===== src/hdl/lock_regs_pkg.sv =====
// constants and carrier types for the lock detect and analog enable register bank
package lock_regs_pkg;

    // ----------------------------------------------------------------
    // register addresses and widths
    // ----------------------------------------------------------------
    localparam int          REG_W          = 24;
    localparam int          ADDR_W         = 5;
    localparam int          CHIP_ADDR_W    = 3;
    localparam logic [4:0]  LOCK_CTRL_ADDR = 5'h07;
    localparam logic [4:0]  ANALOG_EN_ADDR = 5'h08;
    localparam logic [4:0]  PAD_QUAL_ADDR  = 5'h0F;
    localparam logic [23:0] LOCK_CTRL_RST  = 24'h00014D;
    localparam logic [23:0] ANALOG_EN_RST  = 24'hC1BEFF;

    // ----------------------------------------------------------------
    // lock detect field positions
    // ----------------------------------------------------------------
    localparam int LCOUNT_LSB    = 0;
    localparam int LCOUNT_MSB    = 2;
    localparam int MONITOR_BIT   = 3;
    localparam int TSOURCE_BIT   = 6;
    localparam int WLEN_LSB      = 7;
    localparam int WLEN_MSB      = 9;
    localparam int TRATE_LSB     = 10;
    localparam int TRATE_MSB     = 11;
    localparam int RELOCK_BIT    = 13;

    // ----------------------------------------------------------------
    // analog enable and pad qualifier field positions
    // ----------------------------------------------------------------
    localparam int BIAS_BIT      = 0;
    localparam int CPUMP_BIT     = 1;
    localparam int PDET_BIT      = 2;
    localparam int REFBUF_BIT    = 3;
    localparam int OSCBUF_BIT    = 4;
    localparam int PAD_BIT       = 5;
    localparam int SIDE_BIAS_BIT = 10;
    localparam int HALVE_BIT     = 19;
    localparam int HIREF_BIT     = 21;
    localparam int PAD_MODE_BIT  = 7;

    // ----------------------------------------------------------------
    // timing
    // ----------------------------------------------------------------
    localparam int          ONESHOT_NS     = 10;
    localparam int          CLK_NS         = 40;
    localparam int          ONESHOT_CYC    = (ONESHOT_NS + CLK_NS - 1) / CLK_NS;
    localparam int          WIN_CNT_W      = 9;
    localparam int          LOCK_CNT_W     = 16;
    localparam int          PRESCALE_W     = 3;

    // ----------------------------------------------------------------
    // carriers
    // ----------------------------------------------------------------
    typedef struct packed {
        logic [2:0] lock_count_threshold;
        logic       lock_monitor_on;
        logic       window_timer_source;
        logic [2:0] window_length_code;
        logic [1:0] window_timer_rate;
        logic       relock_on_unlock;
    } lock_cfg_t;

    typedef struct packed {
        logic bias_on;
        logic charge_pump_on;
        logic phase_detector_on;
        logic reference_buffer_on;
        logic oscillator_buffer_on;
        logic oscillator_side_bias_on;
        logic halve_select;
        logic high_reference_select;
    } analog_en_t;

    typedef enum logic [1:0] {
        LK_IDLE    = 2'b00,
        LK_LOCKED  = 2'b01,
        LK_RELOCK  = 2'b10,
        LK_FAILED  = 2'b11
    } lock_state_t;

endpackage


===== src/hdl/lock_regs.sv =====
// lock detect and analog enable register bank with lock sequencing and output pad control
// Notes on behaviour
// - the window source bit picks the digital timer when 1 and the short one-shot window when 0.
// - the window length code gives half a cycle at 0, one cycle at 1, doubling up to 64 cycles at 7.
// - the timer rate field runs the window timer fastest at 00 and slowest at 11.
// - with relock on unlock set, the first lost lock after arming starts exactly one automatic relock attempt.
// - analog enable bits 0 to 4 drive the bias, charge pump, phase detector and both buffers; reset 0xC1BEFF.
// - with the pad enable cleared, the serial data output is never driven.
// - with pad enable set and register 0xF bit 7 set, the serial data output is driven all the time.
// - with pad enable set and that bit clear, the output is driven only during frames, and past the chip address bits only in frames for this chip address.
// - analog enable bit 10 drives the oscillator buffer and prescaler bias and resets to 1.
// - lock is declared only after the selected count of consecutive divided clocks land in the window.
// - lock detect bit 3 switches the lock monitor on and resets to 1.
`timescale 1ns/1ns
`default_nettype none
module lock_regs
(
    input  wire logic                        clk_in,
    input  wire logic                        rst_n_in,
    input  wire logic                        sck_in,
    input  wire logic                        sen_in,
    input  wire logic                        sdi_in,
    input  wire logic                        ref_edge_in,
    input  wire logic                        vco_edge_in,
    input  wire logic                        general_output_port_in,
    output logic                             sdo_out,
    output logic                             sdo_oe_out,
    output lock_regs_pkg::analog_en_t        analog_out,
    output logic                             locked_out,
    output logic                             relock_req_out
);

    logic [23:0]               lock_q;
    logic [23:0]               lock_d;
    logic [23:0]               aen_q;
    logic [23:0]               aen_d;
    logic [23:0]               padq_q;
    logic [23:0]               padq_d;
    logic [23:0]               rdata;
    logic                      active;
    logic                      match;
    logic                      wr;
    logic [4:0]                addr;
    logic [23:0]               wdata;
    logic                      sdo_bit;
    lock_regs_pkg::lock_cfg_t  cfg;
    logic [1:0]                ref_s_q;
    logic [1:0]                vco_s_q;
    logic [1:0]                ref_e_q;
    logic [1:0]                vco_e_q;
    logic                      ref_tick;
    logic                      vco_tick;
    logic                      win_open;
    logic [15:0]               good_q;
    logic [15:0]               good_d;
    lock_regs_pkg::lock_state_t state_q;
    lock_regs_pkg::lock_state_t state_d;
    logic                      relock_d;
    logic                      used_q;
    logic                      used_d;
    logic                      sdo_d;
    logic                      oe_d;
    lock_regs_pkg::analog_en_t analog_d;

    // ----------------------------------------------------------------
    // lock count table
    // ----------------------------------------------------------------
    function automatic logic [15:0] count_target(input logic [2:0] code);
        case (code)
            3'h0: count_target = 16'h0005;
            3'h1: count_target = 16'h0020;
            3'h2: count_target = 16'h0060;
            3'h3: count_target = 16'h0100;
            3'h4: count_target = 16'h0200;
            3'h5: count_target = 16'h0800;
            3'h6: count_target = 16'h2000;
            default: count_target = 16'hFFFF;
        endcase
    endfunction

    serial_slave u_port
    (
        .clk_in      (clk_in),
        .rst_n_in    (rst_n_in),
        .sck_in      (sck_in),
        .sen_in      (sen_in),
        .sdi_in      (sdi_in),
        .rdata_in    (rdata),
        .active_out  (active),
        .match_out   (match),
        .wr_out      (wr),
        .addr_out    (addr),
        .wdata_out   (wdata),
        .sdo_bit_out (sdo_bit)
    );

    // ----------------------------------------------------------------
    // register file
    // ----------------------------------------------------------------
    always_comb
    begin
        lock_d = lock_q;
        aen_d = aen_q;
        padq_d = padq_q;
        // whole words are stored, reserved bits included
        if (wr)
        begin
            if (addr == lock_regs_pkg::LOCK_CTRL_ADDR)
            begin
                lock_d = wdata;
            end
            else if (addr == lock_regs_pkg::ANALOG_EN_ADDR)
            begin
                aen_d = wdata;
            end
            else if (addr == lock_regs_pkg::PAD_QUAL_ADDR)
            begin
                padq_d = wdata;
            end
        end
        if (addr == lock_regs_pkg::LOCK_CTRL_ADDR)
        begin
            rdata = lock_q;
        end
        else if (addr == lock_regs_pkg::ANALOG_EN_ADDR)
        begin
            rdata = aen_q;
        end
        else if (addr == lock_regs_pkg::PAD_QUAL_ADDR)
        begin
            rdata = padq_q;
        end
        else
        begin
            rdata = 24'h000000;
        end
    end

    always_ff @(posedge clk_in)
    begin
        if (!rst_n_in)
        begin
            lock_q <= lock_regs_pkg::LOCK_CTRL_RST;
            aen_q <= lock_regs_pkg::ANALOG_EN_RST;
            padq_q <= 24'h000000;
        end
        else
        begin
            lock_q <= lock_d;
            aen_q <= aen_d;
            padq_q <= padq_d;
        end
    end

    // ----------------------------------------------------------------
    // config unpack
    // ----------------------------------------------------------------
    always_comb
    begin
        cfg.lock_count_threshold = lock_q[lock_regs_pkg::LCOUNT_MSB:lock_regs_pkg::LCOUNT_LSB];
        cfg.lock_monitor_on = lock_q[lock_regs_pkg::MONITOR_BIT];
        cfg.window_timer_source = lock_q[lock_regs_pkg::TSOURCE_BIT];
        cfg.window_length_code = lock_q[lock_regs_pkg::WLEN_MSB:lock_regs_pkg::WLEN_LSB];
        cfg.window_timer_rate = lock_q[lock_regs_pkg::TRATE_MSB:lock_regs_pkg::TRATE_LSB];
        cfg.relock_on_unlock = lock_q[lock_regs_pkg::RELOCK_BIT];
    end

    window_timer u_win
    (
        .clk_in         (clk_in),
        .rst_n_in       (rst_n_in),
        .start_in       (ref_tick),
        .source_in      (cfg.window_timer_source),
        .length_code_in (cfg.window_length_code),
        .rate_in        (cfg.window_timer_rate),
        .open_out       (win_open)
    );

    // ----------------------------------------------------------------
    // lock detector
    // ----------------------------------------------------------------
    always_comb
    begin
        ref_tick = ref_e_q[0] && !ref_e_q[1];
        vco_tick = vco_e_q[0] && !vco_e_q[1];
        good_d = good_q;
        state_d = state_q;
        relock_d = 1'b0;
        used_d = used_q;
        if (vco_tick)
        begin
            good_d = win_open ? ((good_q == 16'hFFFF) ? good_q : good_q + 16'h0001) : 16'h0000;
        end
        if (!cfg.lock_monitor_on)
        begin
            state_d = lock_regs_pkg::LK_IDLE;
            good_d = 16'h0000;
            used_d = 1'b0;
        end
        else
        begin
            case (state_q)
                lock_regs_pkg::LK_IDLE:
                begin
                    if (good_q >= count_target(cfg.lock_count_threshold))
                    begin
                        state_d = lock_regs_pkg::LK_LOCKED;
                    end
                end
                lock_regs_pkg::LK_LOCKED:
                begin
                    if (vco_tick && !win_open)
                    begin
                        // only the first loss after arming may relock
                        relock_d = cfg.relock_on_unlock && !used_q;
                        state_d = relock_d ? lock_regs_pkg::LK_RELOCK : lock_regs_pkg::LK_FAILED;
                        used_d = 1'b1;
                    end
                end
                lock_regs_pkg::LK_RELOCK:
                begin
                    if (good_q >= count_target(cfg.lock_count_threshold))
                    begin
                        state_d = lock_regs_pkg::LK_LOCKED;
                    end
                end
                default:
                begin
                    // no second attempt until the detector is rearmed
                    state_d = lock_regs_pkg::LK_FAILED;
                end
            endcase
        end
    end

    always_ff @(posedge clk_in)
    begin
        if (!rst_n_in)
        begin
            ref_s_q <= 2'h0;
            vco_s_q <= 2'h0;
            ref_e_q <= 2'h0;
            vco_e_q <= 2'h0;
            good_q <= 16'h0000;
            state_q <= lock_regs_pkg::LK_IDLE;
            locked_out <= 1'b0;
            relock_req_out <= 1'b0;
            used_q <= 1'b0;
        end
        else
        begin
            ref_s_q <= {ref_s_q[0], ref_edge_in};
            vco_s_q <= {vco_s_q[0], vco_edge_in};
            ref_e_q <= {ref_e_q[0], ref_s_q[1]};
            vco_e_q <= {vco_e_q[0], vco_s_q[1]};
            good_q <= good_d;
            state_q <= state_d;
            locked_out <= (state_d == lock_regs_pkg::LK_LOCKED);
            relock_req_out <= relock_d;
            used_q <= used_d;
        end
    end

    // ----------------------------------------------------------------
    // analog enables and output pad
    // ----------------------------------------------------------------
    always_comb
    begin
        analog_d.bias_on = aen_d[lock_regs_pkg::BIAS_BIT];
        analog_d.charge_pump_on = aen_d[lock_regs_pkg::CPUMP_BIT];
        analog_d.phase_detector_on = aen_d[lock_regs_pkg::PDET_BIT];
        analog_d.reference_buffer_on = aen_d[lock_regs_pkg::REFBUF_BIT];
        analog_d.oscillator_buffer_on = aen_d[lock_regs_pkg::OSCBUF_BIT];
        analog_d.oscillator_side_bias_on = aen_d[lock_regs_pkg::SIDE_BIAS_BIT];
        analog_d.halve_select = aen_d[lock_regs_pkg::HALVE_BIT];
        analog_d.high_reference_select = aen_d[lock_regs_pkg::HIREF_BIT];
        sdo_d = active ? sdo_bit : general_output_port_in;
        if (!aen_q[lock_regs_pkg::PAD_BIT])
        begin
            oe_d = 1'b0;
        end
        else if (padq_q[lock_regs_pkg::PAD_MODE_BIT])
        begin
            oe_d = 1'b1;
        end
        else
        begin
            oe_d = active && match;
        end
    end

    always_ff @(posedge clk_in)
    begin
        if (!rst_n_in)
        begin
            analog_out <= '0;
            sdo_out <= 1'b0;
            sdo_oe_out <= 1'b0;
        end
        else
        begin
            analog_out <= analog_d;
            sdo_out <= sdo_d;
            sdo_oe_out <= oe_d;
        end
    end

endmodule
`default_nettype wire


===== src/hdl/serial_slave.sv =====
// serial register port: 1 r/w bit, chip address, register address, 24 data bits
`timescale 1ns/1ns
`default_nettype none
module serial_slave
(
    input  wire logic        clk_in,
    input  wire logic        rst_n_in,
    input  wire logic        sck_in,
    input  wire logic        sen_in,
    input  wire logic        sdi_in,
    input  wire logic [23:0] rdata_in,
    output logic             active_out,
    output logic             match_out,
    output logic             wr_out,
    output logic [4:0]       addr_out,
    output logic [23:0]      wdata_out,
    output logic             sdo_bit_out
);

    localparam logic [2:0] OWN_CHIP = 3'h0;

    logic [2:0]  sck_s_q;
    logic [1:0]  sen_s_q;
    logic [1:0]  sdi_s_q;
    logic [5:0]  cnt_q;
    logic [5:0]  cnt_d;
    logic [32:0] sh_q;
    logic [32:0] sh_d;
    logic [23:0] rd_q;
    logic [23:0] rd_d;
    logic        rise;
    logic        fall;
    logic        wr_d;
    logic        match_d;

    // ----------------------------------------------------------------
    // frame decode
    // ----------------------------------------------------------------
    always_comb
    begin
        rise = sck_s_q[1] && !sck_s_q[2];
        fall = !sck_s_q[1] && sck_s_q[2];
        cnt_d = cnt_q;
        sh_d = sh_q;
        rd_d = rd_q;
        wr_d = 1'b0;
        match_d = match_out;
        if (!sen_s_q[1])
        begin
            cnt_d = 6'h00;
            match_d = 1'b1;
        end
        else if (rise)
        begin
            sh_d = {sh_q[31:0], sdi_s_q[1]};
            cnt_d = cnt_q + 6'h01;
            if (cnt_q == 6'h03)
            begin
                match_d = ({sh_q[1:0], sdi_s_q[1]} == OWN_CHIP);
            end
            if (cnt_q == 6'h08)
            begin
                rd_d = rdata_in;
            end
            if (cnt_q == 6'h20)
            begin
                wr_d = !sh_q[31] && match_out;
            end
        end
        else if (fall && cnt_q > 6'h09)
        begin
            rd_d = {rd_q[22:0], 1'b0};
        end
    end

    always_ff @(posedge clk_in)
    begin
        if (!rst_n_in)
        begin
            sck_s_q <= 3'h0;
            sen_s_q <= 2'h0;
            sdi_s_q <= 2'h0;
            cnt_q <= 6'h00;
            sh_q <= 33'h0;
            rd_q <= 24'h0;
            wr_out <= 1'b0;
            match_out <= 1'b1;
        end
        else
        begin
            sck_s_q <= {sck_s_q[1:0], sck_in};
            sen_s_q <= {sen_s_q[0], sen_in};
            sdi_s_q <= {sdi_s_q[0], sdi_in};
            cnt_q <= cnt_d;
            sh_q <= sh_d;
            rd_q <= rd_d;
            wr_out <= wr_d;
            match_out <= match_d;
        end
    end

    assign active_out = sen_s_q[1];
    // address still arriving when read data is loaded
    assign addr_out = (cnt_q > 6'h20) ? sh_q[28:24] : {sh_q[3:0], sdi_s_q[1]};
    assign wdata_out = sh_q[23:0];
    assign sdo_bit_out = rd_q[23];

endmodule
`default_nettype wire


===== src/hdl/window_timer.sv =====
// lock window timer: digital programmable window or one-shot window
`timescale 1ns/1ns
`default_nettype none
module window_timer
(
    input  wire logic       clk_in,
    input  wire logic       rst_n_in,
    input  wire logic       start_in,
    input  wire logic       source_in,
    input  wire logic [2:0] length_code_in,
    input  wire logic [1:0] rate_in,
    output logic            open_out
);

    logic [lock_regs_pkg::WIN_CNT_W-1:0]  left_q;
    logic [lock_regs_pkg::WIN_CNT_W-1:0]  left_d;
    logic [lock_regs_pkg::PRESCALE_W-1:0] pre_q;
    logic [lock_regs_pkg::PRESCALE_W-1:0] pre_d;
    logic                                 tick;
    logic [lock_regs_pkg::WIN_CNT_W-1:0]  load;

    // ----------------------------------------------------------------
    // window length and timer rate
    // ----------------------------------------------------------------
    always_comb
    begin
        // code 0 is half a cycle, rounded up to one timer tick
        load = (length_code_in == 3'h0) ? 9'h001 : 9'(1 << (length_code_in - 3'h1));
        if (!source_in)
        begin
            load = 9'(lock_regs_pkg::ONESHOT_CYC);
        end
        // rate 0 ticks every clock, slower rates every 2, 4, 8 clocks
        // first tick a full timer period after start
        tick = source_in ? ((pre_q & 3'((1 << rate_in) - 1)) == 3'((1 << rate_in) - 1)) : 1'b1;
        pre_d = pre_q + 3'h1;
        left_d = left_q;
        if (start_in)
        begin
            left_d = load;
            pre_d = 3'h0;
        end
        else if (tick && left_q != 9'h000)
        begin
            left_d = left_q - 9'h001;
        end
    end

    always_ff @(posedge clk_in)
    begin
        if (!rst_n_in)
        begin
            left_q <= 9'h000;
            pre_q <= 3'h0;
            open_out <= 1'b0;
        end
        else
        begin
            left_q <= left_d;
            pre_q <= pre_d;
            open_out <= (left_d != 9'h000);
        end
    end

endmodule
`default_nettype wire

===== config.mk =====
export PLATFORM = sky130hd
export DESIGN_NAME = lock_regs
export DESIGN_NICKNAME = d
export VERILOG_FILES = /design/src/hdl/lock_regs_pkg.sv /design/src/hdl/lock_regs.sv /design/src/hdl/serial_slave.sv /design/src/hdl/window_timer.sv
export SDC_FILE = /design/constraint.sdc
export NUM_CORES = 1
export LEC_CHECK = 0
export BUFFER_PORTS_ARGS = -buffer_cell sky130_fd_sc_hd__buf_4
export CELL_PAD_IN_SITES_DETAIL_PLACEMENT = 0
export CELL_PAD_IN_SITES_GLOBAL_PLACEMENT = 1
export CORE_UTILIZATION = 43
export CTS_CLUSTER_DIAMETER = 120
export DETAILED_ROUTE_END_ITERATION = 7
export PLACE_DENSITY = 0.8
export SLEW_MARGIN = 20
export SYNTH_ARGS = -nofsm -noshare
export SYNTH_HDL_FRONTEND = slang
export SYNTH_SLANG_ARGS = --single-unit

===== constraint.sdc =====
create_clock -name clk_in -period 2.4 [get_ports clk_in]
set_clock_uncertainty 0.15 [all_clocks]
set_input_delay 0.12 -clock clk_in [delete_from_list [all_inputs] [get_ports clk_in]]
set_output_delay 0.12 -clock clk_in [all_outputs]
set_load 0.01 [all_outputs]

Word-level counts from Yosys, hierarchy flattened

Cells that the tools add are included.

Bits in writable memories: 0
Flip-flop bits (word level): 195
ROM bits: 0
Latch bits: 0
Output and inout bits: 12
Memories kept: 0
Input bits: 8
Logic and storage cells: 137

Divide/modulo/power cells: 0
Reductions and logical operators: 38
Magnitude comparators: 4
$mul: 0
Mux-type cells: 30
Equality and inequality tests: 19
Bitwise operators: 4
Add/subtract/negate cells: 6
Shifts and indexed selects: 2

Operators with widths:

| kind                                             | number |
|---|---|
| 2-to-1 mux 24 bit                                | 6 |
| one-hot mux 16 bit (7 select lines)              | 1 |
| 2-to-1 mux 16 bit                                | 6 |
| 2-to-1 mux 22 bit                                | 3 |
| 2-to-1 mux 9 bit                                 | 4 |
| greater-or-equal comparator 16 bit               | 2 |
| nonzero test 9 bit                               | 2 |
| adder 16 x 1 -> 16 bit, second input constant    | 1 |
| == test 16 bit, second input constant            | 1 |
| AND reduction 2 bit                              | 8 |
| AND reduction 4 bit                              | 3 |
| == test 5 x 4 -> 1 bit, second input constant    | 2 |
| logical AND 1 bit                                | 10 |
| == test 3 bit, second input constant             | 3 |
| zero test 3 bit                                  | 3 |
| << shifter 1 x 3 -> 9 bit, first input constant  | 1 |
| subtractor 9 x 1 -> 9 bit, second input constant | 1 |
| 2-to-1 mux 2 bit                                 | 4 |
| zero test 1 bit                                  | 7 |
| adder 6 x 1 -> 6 bit, second input constant      | 1 |
| == test 3 x 2 -> 1 bit, second input constant    | 2 |
| == test 6 x 2 -> 1 bit, second input constant    | 1 |
| == test 6 x 4 -> 1 bit, second input constant    | 1 |
| == test 6 bit, second input constant             | 1 |
| 21 further kinds                                 | 29 |

Longest topological paths before layout

Word-level depth: 9
Gate-level depth with buffers: 12

Cells and area by module

From an unflattened synthesis, not the netlist that was laid out.

Cell total of the unflattened synthesis: 1045
Area total of the unflattened synthesis: 8998.6 um^2

By module, submodules not included:

| module       | instances | cells each | area each (um^2) |
|---|---|---|---|
| lock_regs    | 1         | 582        | 4969.8 |
| serial_slave | 1         | 368        | 3254.4 |
| window_timer | 1         | 95         | 774.5 |

Worst setup path before layout

Ideal clock, no wire load.

Kind: register -> register
From: register u_port.cnt_q[0]
To: register u_port.rd_q[10]
Stages on the path, launching flop included: 11
Data required time: 2.133 ns
Library setup time: 0.117 ns
Setup slack: -0.062 ns
Arrival time: 2.195 ns
Cell sequence: dfxtp_1 inv_1 ha_1 or4b_1 buf_6 a41o_1 buf_4 buf_6 a222oi_1 o21ai_1 a22o_1

Longest elaborated chain between the ends: 8
Elaborated cells on any way between the ends: 16

Ends and longest elaborated chain:

| element                | RTL line            | source |
|---|---|---|
| start, declared        | serial_slave.sv:25  | `logic [5:0] cnt_q;` |
| start signal, assigned | serial_slave.sv:94  | `cnt_q <= cnt_d;` |
| > comparator 6 bit     | serial_slave.sv:104 | `assign addr_out = (cnt_q > 6'h20) ? sh_q[28:24] : {sh_q[3:0], sdi_s_q[1]};` |
| 2-to-1 mux 5 bit       | serial_slave.sv:104 |  |
| == test 5 x 4 -> 1 bit | lock_regs.sv:129    | `else if (addr == lock_regs_pkg::PAD_QUAL_ADDR)` |
| 2-to-1 mux 24 bit      | lock_regs.sv:129    |  |
| 2-to-1 mux 24 bit      | lock_regs.sv:125    | `else if (addr == lock_regs_pkg::ANALOG_EN_ADDR)` |
| 2-to-1 mux 24 bit      | lock_regs.sv:121    | `if (addr == lock_regs_pkg::LOCK_CTRL_ADDR)` |
| 2-to-1 mux 24 bit      | serial_slave.sv:61  | `if (cnt_q == 6'h08)` |
| 2-to-1 mux 24 bit      | serial_slave.sv:53  | `else if (rise)` |
| end signal, assigned   | serial_slave.sv:96  | `rd_q <= rd_d;` |
| end, declared          | serial_slave.sv:29  | `logic [23:0] rd_q;` |

Parallel ways exist; a longest one is shown, timed or not. The select of a mux whose other input is x is not followed.
A chain may end at the register's enable or synchronous reset.

Worst setup path in the final report

From: register u_port.cnt_q[0]
To: register lock_q[19]

Longest elaborated chain between the ends: 4

Ends and longest elaborated chain:

| element                       | RTL line            | source |
|---|---|---|
| > comparator 6 bit            | serial_slave.sv:104 |  |
| 2-to-1 mux 5 bit              | serial_slave.sv:104 |  |
| == test 5 x 3 -> 1 bit        | lock_regs.sv:108    | `if (addr == lock_regs_pkg::LOCK_CTRL_ADDR)` |
| AND reduction 2 bit (no line) | n/a                 |  |
| end signal, assigned          | lock_regs.sv:143    | `lock_q <= lock_regs_pkg::LOCK_CTRL_RST;` |
| end signal, assigned          | lock_regs.sv:149    | `lock_q <= lock_d;` |
| end, declared                 | lock_regs.sv:33     | `logic [23:0] lock_q;` |

Every way passes these cells.

==> metrics.yaml <==
setup_path:
  arrival_ns: 2.67
  crit_fanout: 11
  cp-end-kind: "flop"
  start_kind: "flop"
  r2r-end: "lock_q[19]$_SDFFE_PN0P_"
  r2r-start: "u_port.cnt_q[0]$_SDFFE_PN0P_"
  required_ns: 2.61
  reg2reg_setup_slack_ns: -0.05
  crit_type: "flop to flop"
  rr_worst_depth: 9
clocking:
  clock-root-buffer: "clkbuf_16"
  path_clk_slew_ns: 0.07
  cts_max_level: 4
  numClockSinks: 193
  clk_latency_ns: 0.44
  clockBufferDepth: 2
  cts_inserted_buffers: 17
  cts_tree: "done"
sta:
  hold_violations: 0
  slew-limit-headroom_pct: 45.76
  fmax_ghz: 0.4078
  fin_tns_setup_ns: -0.7032
  layout_min_cycle_time_ns: 2.452
  rsz0062_at_grt: "yes"
  tightestPinTransition_ns: 0.8136
  slew_violations: 0
  finalWorstSetupSlack_ns: -0.05235
  min_period_over_period_pct: 102.2
  setup_viol: 26
finish:
  utilization_pct: 52.67
  fin_cells: 1294
  insertedDiodeCount: 0
  drive_gt1_share_pct: 17.70
  nets: 1053
  synthToLayoutAreaGrowth_pct: 19.19
die:
  start_util_pct: 44.19
  die_area_sq_mm: 0.01991
  die_h_microns: 141.1
  io_pins: 20
  die_width_microns: 141.1
  fp-row-count: 50
  core_area_sq_mm: 0.01883
grt:
  first_global_vias: 6533
  grt_pass1_wl_mm: 33.40
  grtUsageTotal_pct: 20.87
  grt-ovfl-total: 0
  antenna_found_initial: 0
  grt_start_max_net_pins: 95
hold_path:
  hold_end: "u_port.sdi_s_q[1]$_SDFF_PN0_"
  min_from: "u_port.sdi_s_q[0]$_SDFF_PN0_"
  hold_class: "flop to flop"
  min_path_cells: 1
synthesis:
  yosysMostFrequentCell: "nand2_1"
  synth_area_sq_mm: 0.008322
  synth_top_area_share_pct: 46.43
  synth.avg_cell_area_sq_um: 8.457
  ys.flop_type: "dfxtp_1"
  yosysWarnings: 0
  yosysSeqAreaShare_pct: 46.43
  netlist_top_cells_area: "dfxtp_1, nand2_1, a21oi_1"
  synthCells: 984
  ys_types: 63
  ys_top_cells_by_count: "nand2_1, dfxtp_1, a21oi_1, nor2_1, clkbuf_1"
  synth_edf_count: 0
  synth-async-reset-ratio_pct: 0
  synth_top_area_cell: "dfxtp_1"
  synth_seq_cells: 193
  synth_fp_nets: 1015
placement:
  place_hpwl_mm: 12.49
  dp_cells: 1249
  gp_congestion: 0.8552
  portBuffers: 19
  dp_slack_ns: -0.1855
status:
  violations: "design-rule violations, negative setup slack"
  outcome: "finished with violations"
power_and_ir_drop:
  powerDensity_mw_per_mm2: 712.6
  finalPower_w: 0.007068
  irDropWorstVdd_uv: 452.6
  leakage_nw: 3.738
route:
  drtPass1Iterations: 8
  drt_iter0_drc: 647
  vias: 6929
  postRouteAntennaNets: 0
  drc: 1
  routed_wl_mm: 19.95
  post_drt_wl_per_cell_microns: 15.42
  vias_per_cell: 5.355
job:
  maxCapViolCount: 0
## routing by layer
layer / vias to the layer above / track usage [%] / wire (microns) / part of all wire, %
li1: 3465 / - / - / -
met1: 3283 / 28.30 / 9633 / 48
met2: 167 / 33.53 / 9156 / 46
met3: 14 / 3.940 / 933 / 4.7
met4: 0 / 6.350 / 225 / 1.1
met5: - / 0 / 0 / 0
## per-stage QoR
| step | area, sq um | hold slack [ns] |
|---|---|---|
| floorplan | 8344 | 0.09729 |
| global placement | 8951 | 0.1817 |
| detailed placement | 8951 | 0.1868 |
| CTS | 9768 | 0.2824 |
| global route | 9918 | 0.3052 |
| finish | 9918 | 0.2845 |
## registers in the layout, indices dropped and copies added (netlist names), 2 cells and up
name	count
aen_q	24
u_port.rd_q	24
analog_out	6
ref_s_q	2
ref_e_q	2
padq_q	24
u_win.left_q	9
u_port.cnt_q	6
lock_q	24
state_q	2
vco_s_q	2
u_port.sdi_s_q	2
u_port.sen_s_q	2
u_win.pre_q	3
vco_e_q	2
u_port.sck_s_q	3
good_q	16
u_port.sh_q	32
## layout make-up
cell class                      instances  area, sq um
Fill cell                            1782         8912
Multi-Input combinational cell        711         4234
Sequential cell                       193         3867
Timing Repair Buffer                   88        849.6
Clock buffer                           19        442.9
Tap cell                              260        325.3
Clock inverter                         12        156.4
Inverter                               11        42.54
## logic make-up (layout without fill, tap and decap cells)
logic type | count (synthesis) | count (layout) | synth area share (%)
AND/OR/NAND/NOR | 443 | 443 | 24.00
AO/OA/AOI/OAI | 207 | 207 | 17.08
flip-flops | 193 | 193 | 46.43
buffers and inverters | 80 | 130 | 4.886
XOR/XNOR | 28 | 28 | 2.947
adder cells (fa/ha/maj) | 23 | 23 | 3.458
multiplexers | 10 | 10 | 1.203
## how the worst max path moves through the flow
stage	endpoint	cells after the start	start	slack (ns)
final	lock_q[19]$_SDFFE_PN0P_	9	u_port.cnt_q[0]$_SDFFE_PN0P_	-0.05
after global routing	lock_q[19]$_SDFFE_PN0P_	9	u_port.cnt_q[0]$_SDFFE_PN0P_	-0.13
after CTS	u_port.rd_q[12]$_SDFFE_PN0P_	8	u_port.cnt_q[0]$_SDFFE_PN0P_	-0.02
after detailed placement	u_port.rd_q[2]$_SDFFE_PN0P_	8	u_port.cnt_q[0]$_SDFFE_PN0P_	-0.19
after global placement	u_port.rd_q[1]$_SDFFE_PN0P_	8	u_port.cnt_q[0]$_SDFFE_PN0P_	-0.14
after floorplan	lock_q[12]$_SDFFE_PN0P_	12	u_port.cnt_q[0]$_SDFFE_PN0P_	-0.01
## power by group
part | switching, W | internal [W]
Clock | 0.00126 | 0.00167
Sequential | 0.0000606 | 0.00328
Combinational | 0.000415 | 0.000389
Total | 0.00173 | 0.00533
## layout by cell type (no fill, tap or decap), types with 3 or more instances in the layout
| cell | n |
|---|---|
| or3_1 | 8 |
| ha_1 | 20 |
| nor4_1 | 3 |
| clkinv_2 | 4 |
| buf_6 | 9 |
| buf_12 | 8 |
| nand2_2 | 14 |
| nor2b_1 | 3 |
| and3_1 | 4 |
| a21oi_2 | 18 |
| clkbuf_16 | 18 |
| nand4_1 | 12 |
| a21oi_1 | 78 |
| dfxtp_1 | 190 |
| nand3b_1 | 3 |
| a222oi_1 | 24 |
| and2_1 | 17 |
| inv_6 | 3 |
| nor3_1 | 9 |
| nor2_1 | 55 |
| xor2_1 | 18 |
| nand2_1 | 245 |
| a21o_1 | 5 |
| nand3_1 | 33 |
| o21ai_0 | 6 |
| o21a_1 | 3 |
| buf_4 | 59 |
| dfxtp_2 | 3 |
| o21ai_1 | 26 |
| bufinv_16 | 3 |
| mux2i_1 | 5 |
| mux2i_2 | 5 |
| nand2b_1 | 10 |
| nand2_4 | 5 |
| xnor2_1 | 9 |
| dlygate4sd3_1 | 9 |
| a22o_1 | 23 |
| inv_1 | 8 |
## critical path, cell delays in order, from the launching register on
cell and delay, ns:
dfxtp_2 0.32, inv_2 0.07, ha_4 0.13, or4b_4 0.54, a2111oi_4 0.35, a41o_4 0.23, and2_4 0.24, buf_12 0.17
nand2_2 0.06, a21oi_2 0.11
## timing repair
action                     CTS  global route
hold endpoints to repair    19             0
resized for setup           31            29
setup endpoints to repair   96            91
pin swaps                    3            19
hold buffers                 9             0
buffers inserted             1             2
gates cloned                 1             1
No activity file was read; power rests on OpenSTA's default activity.
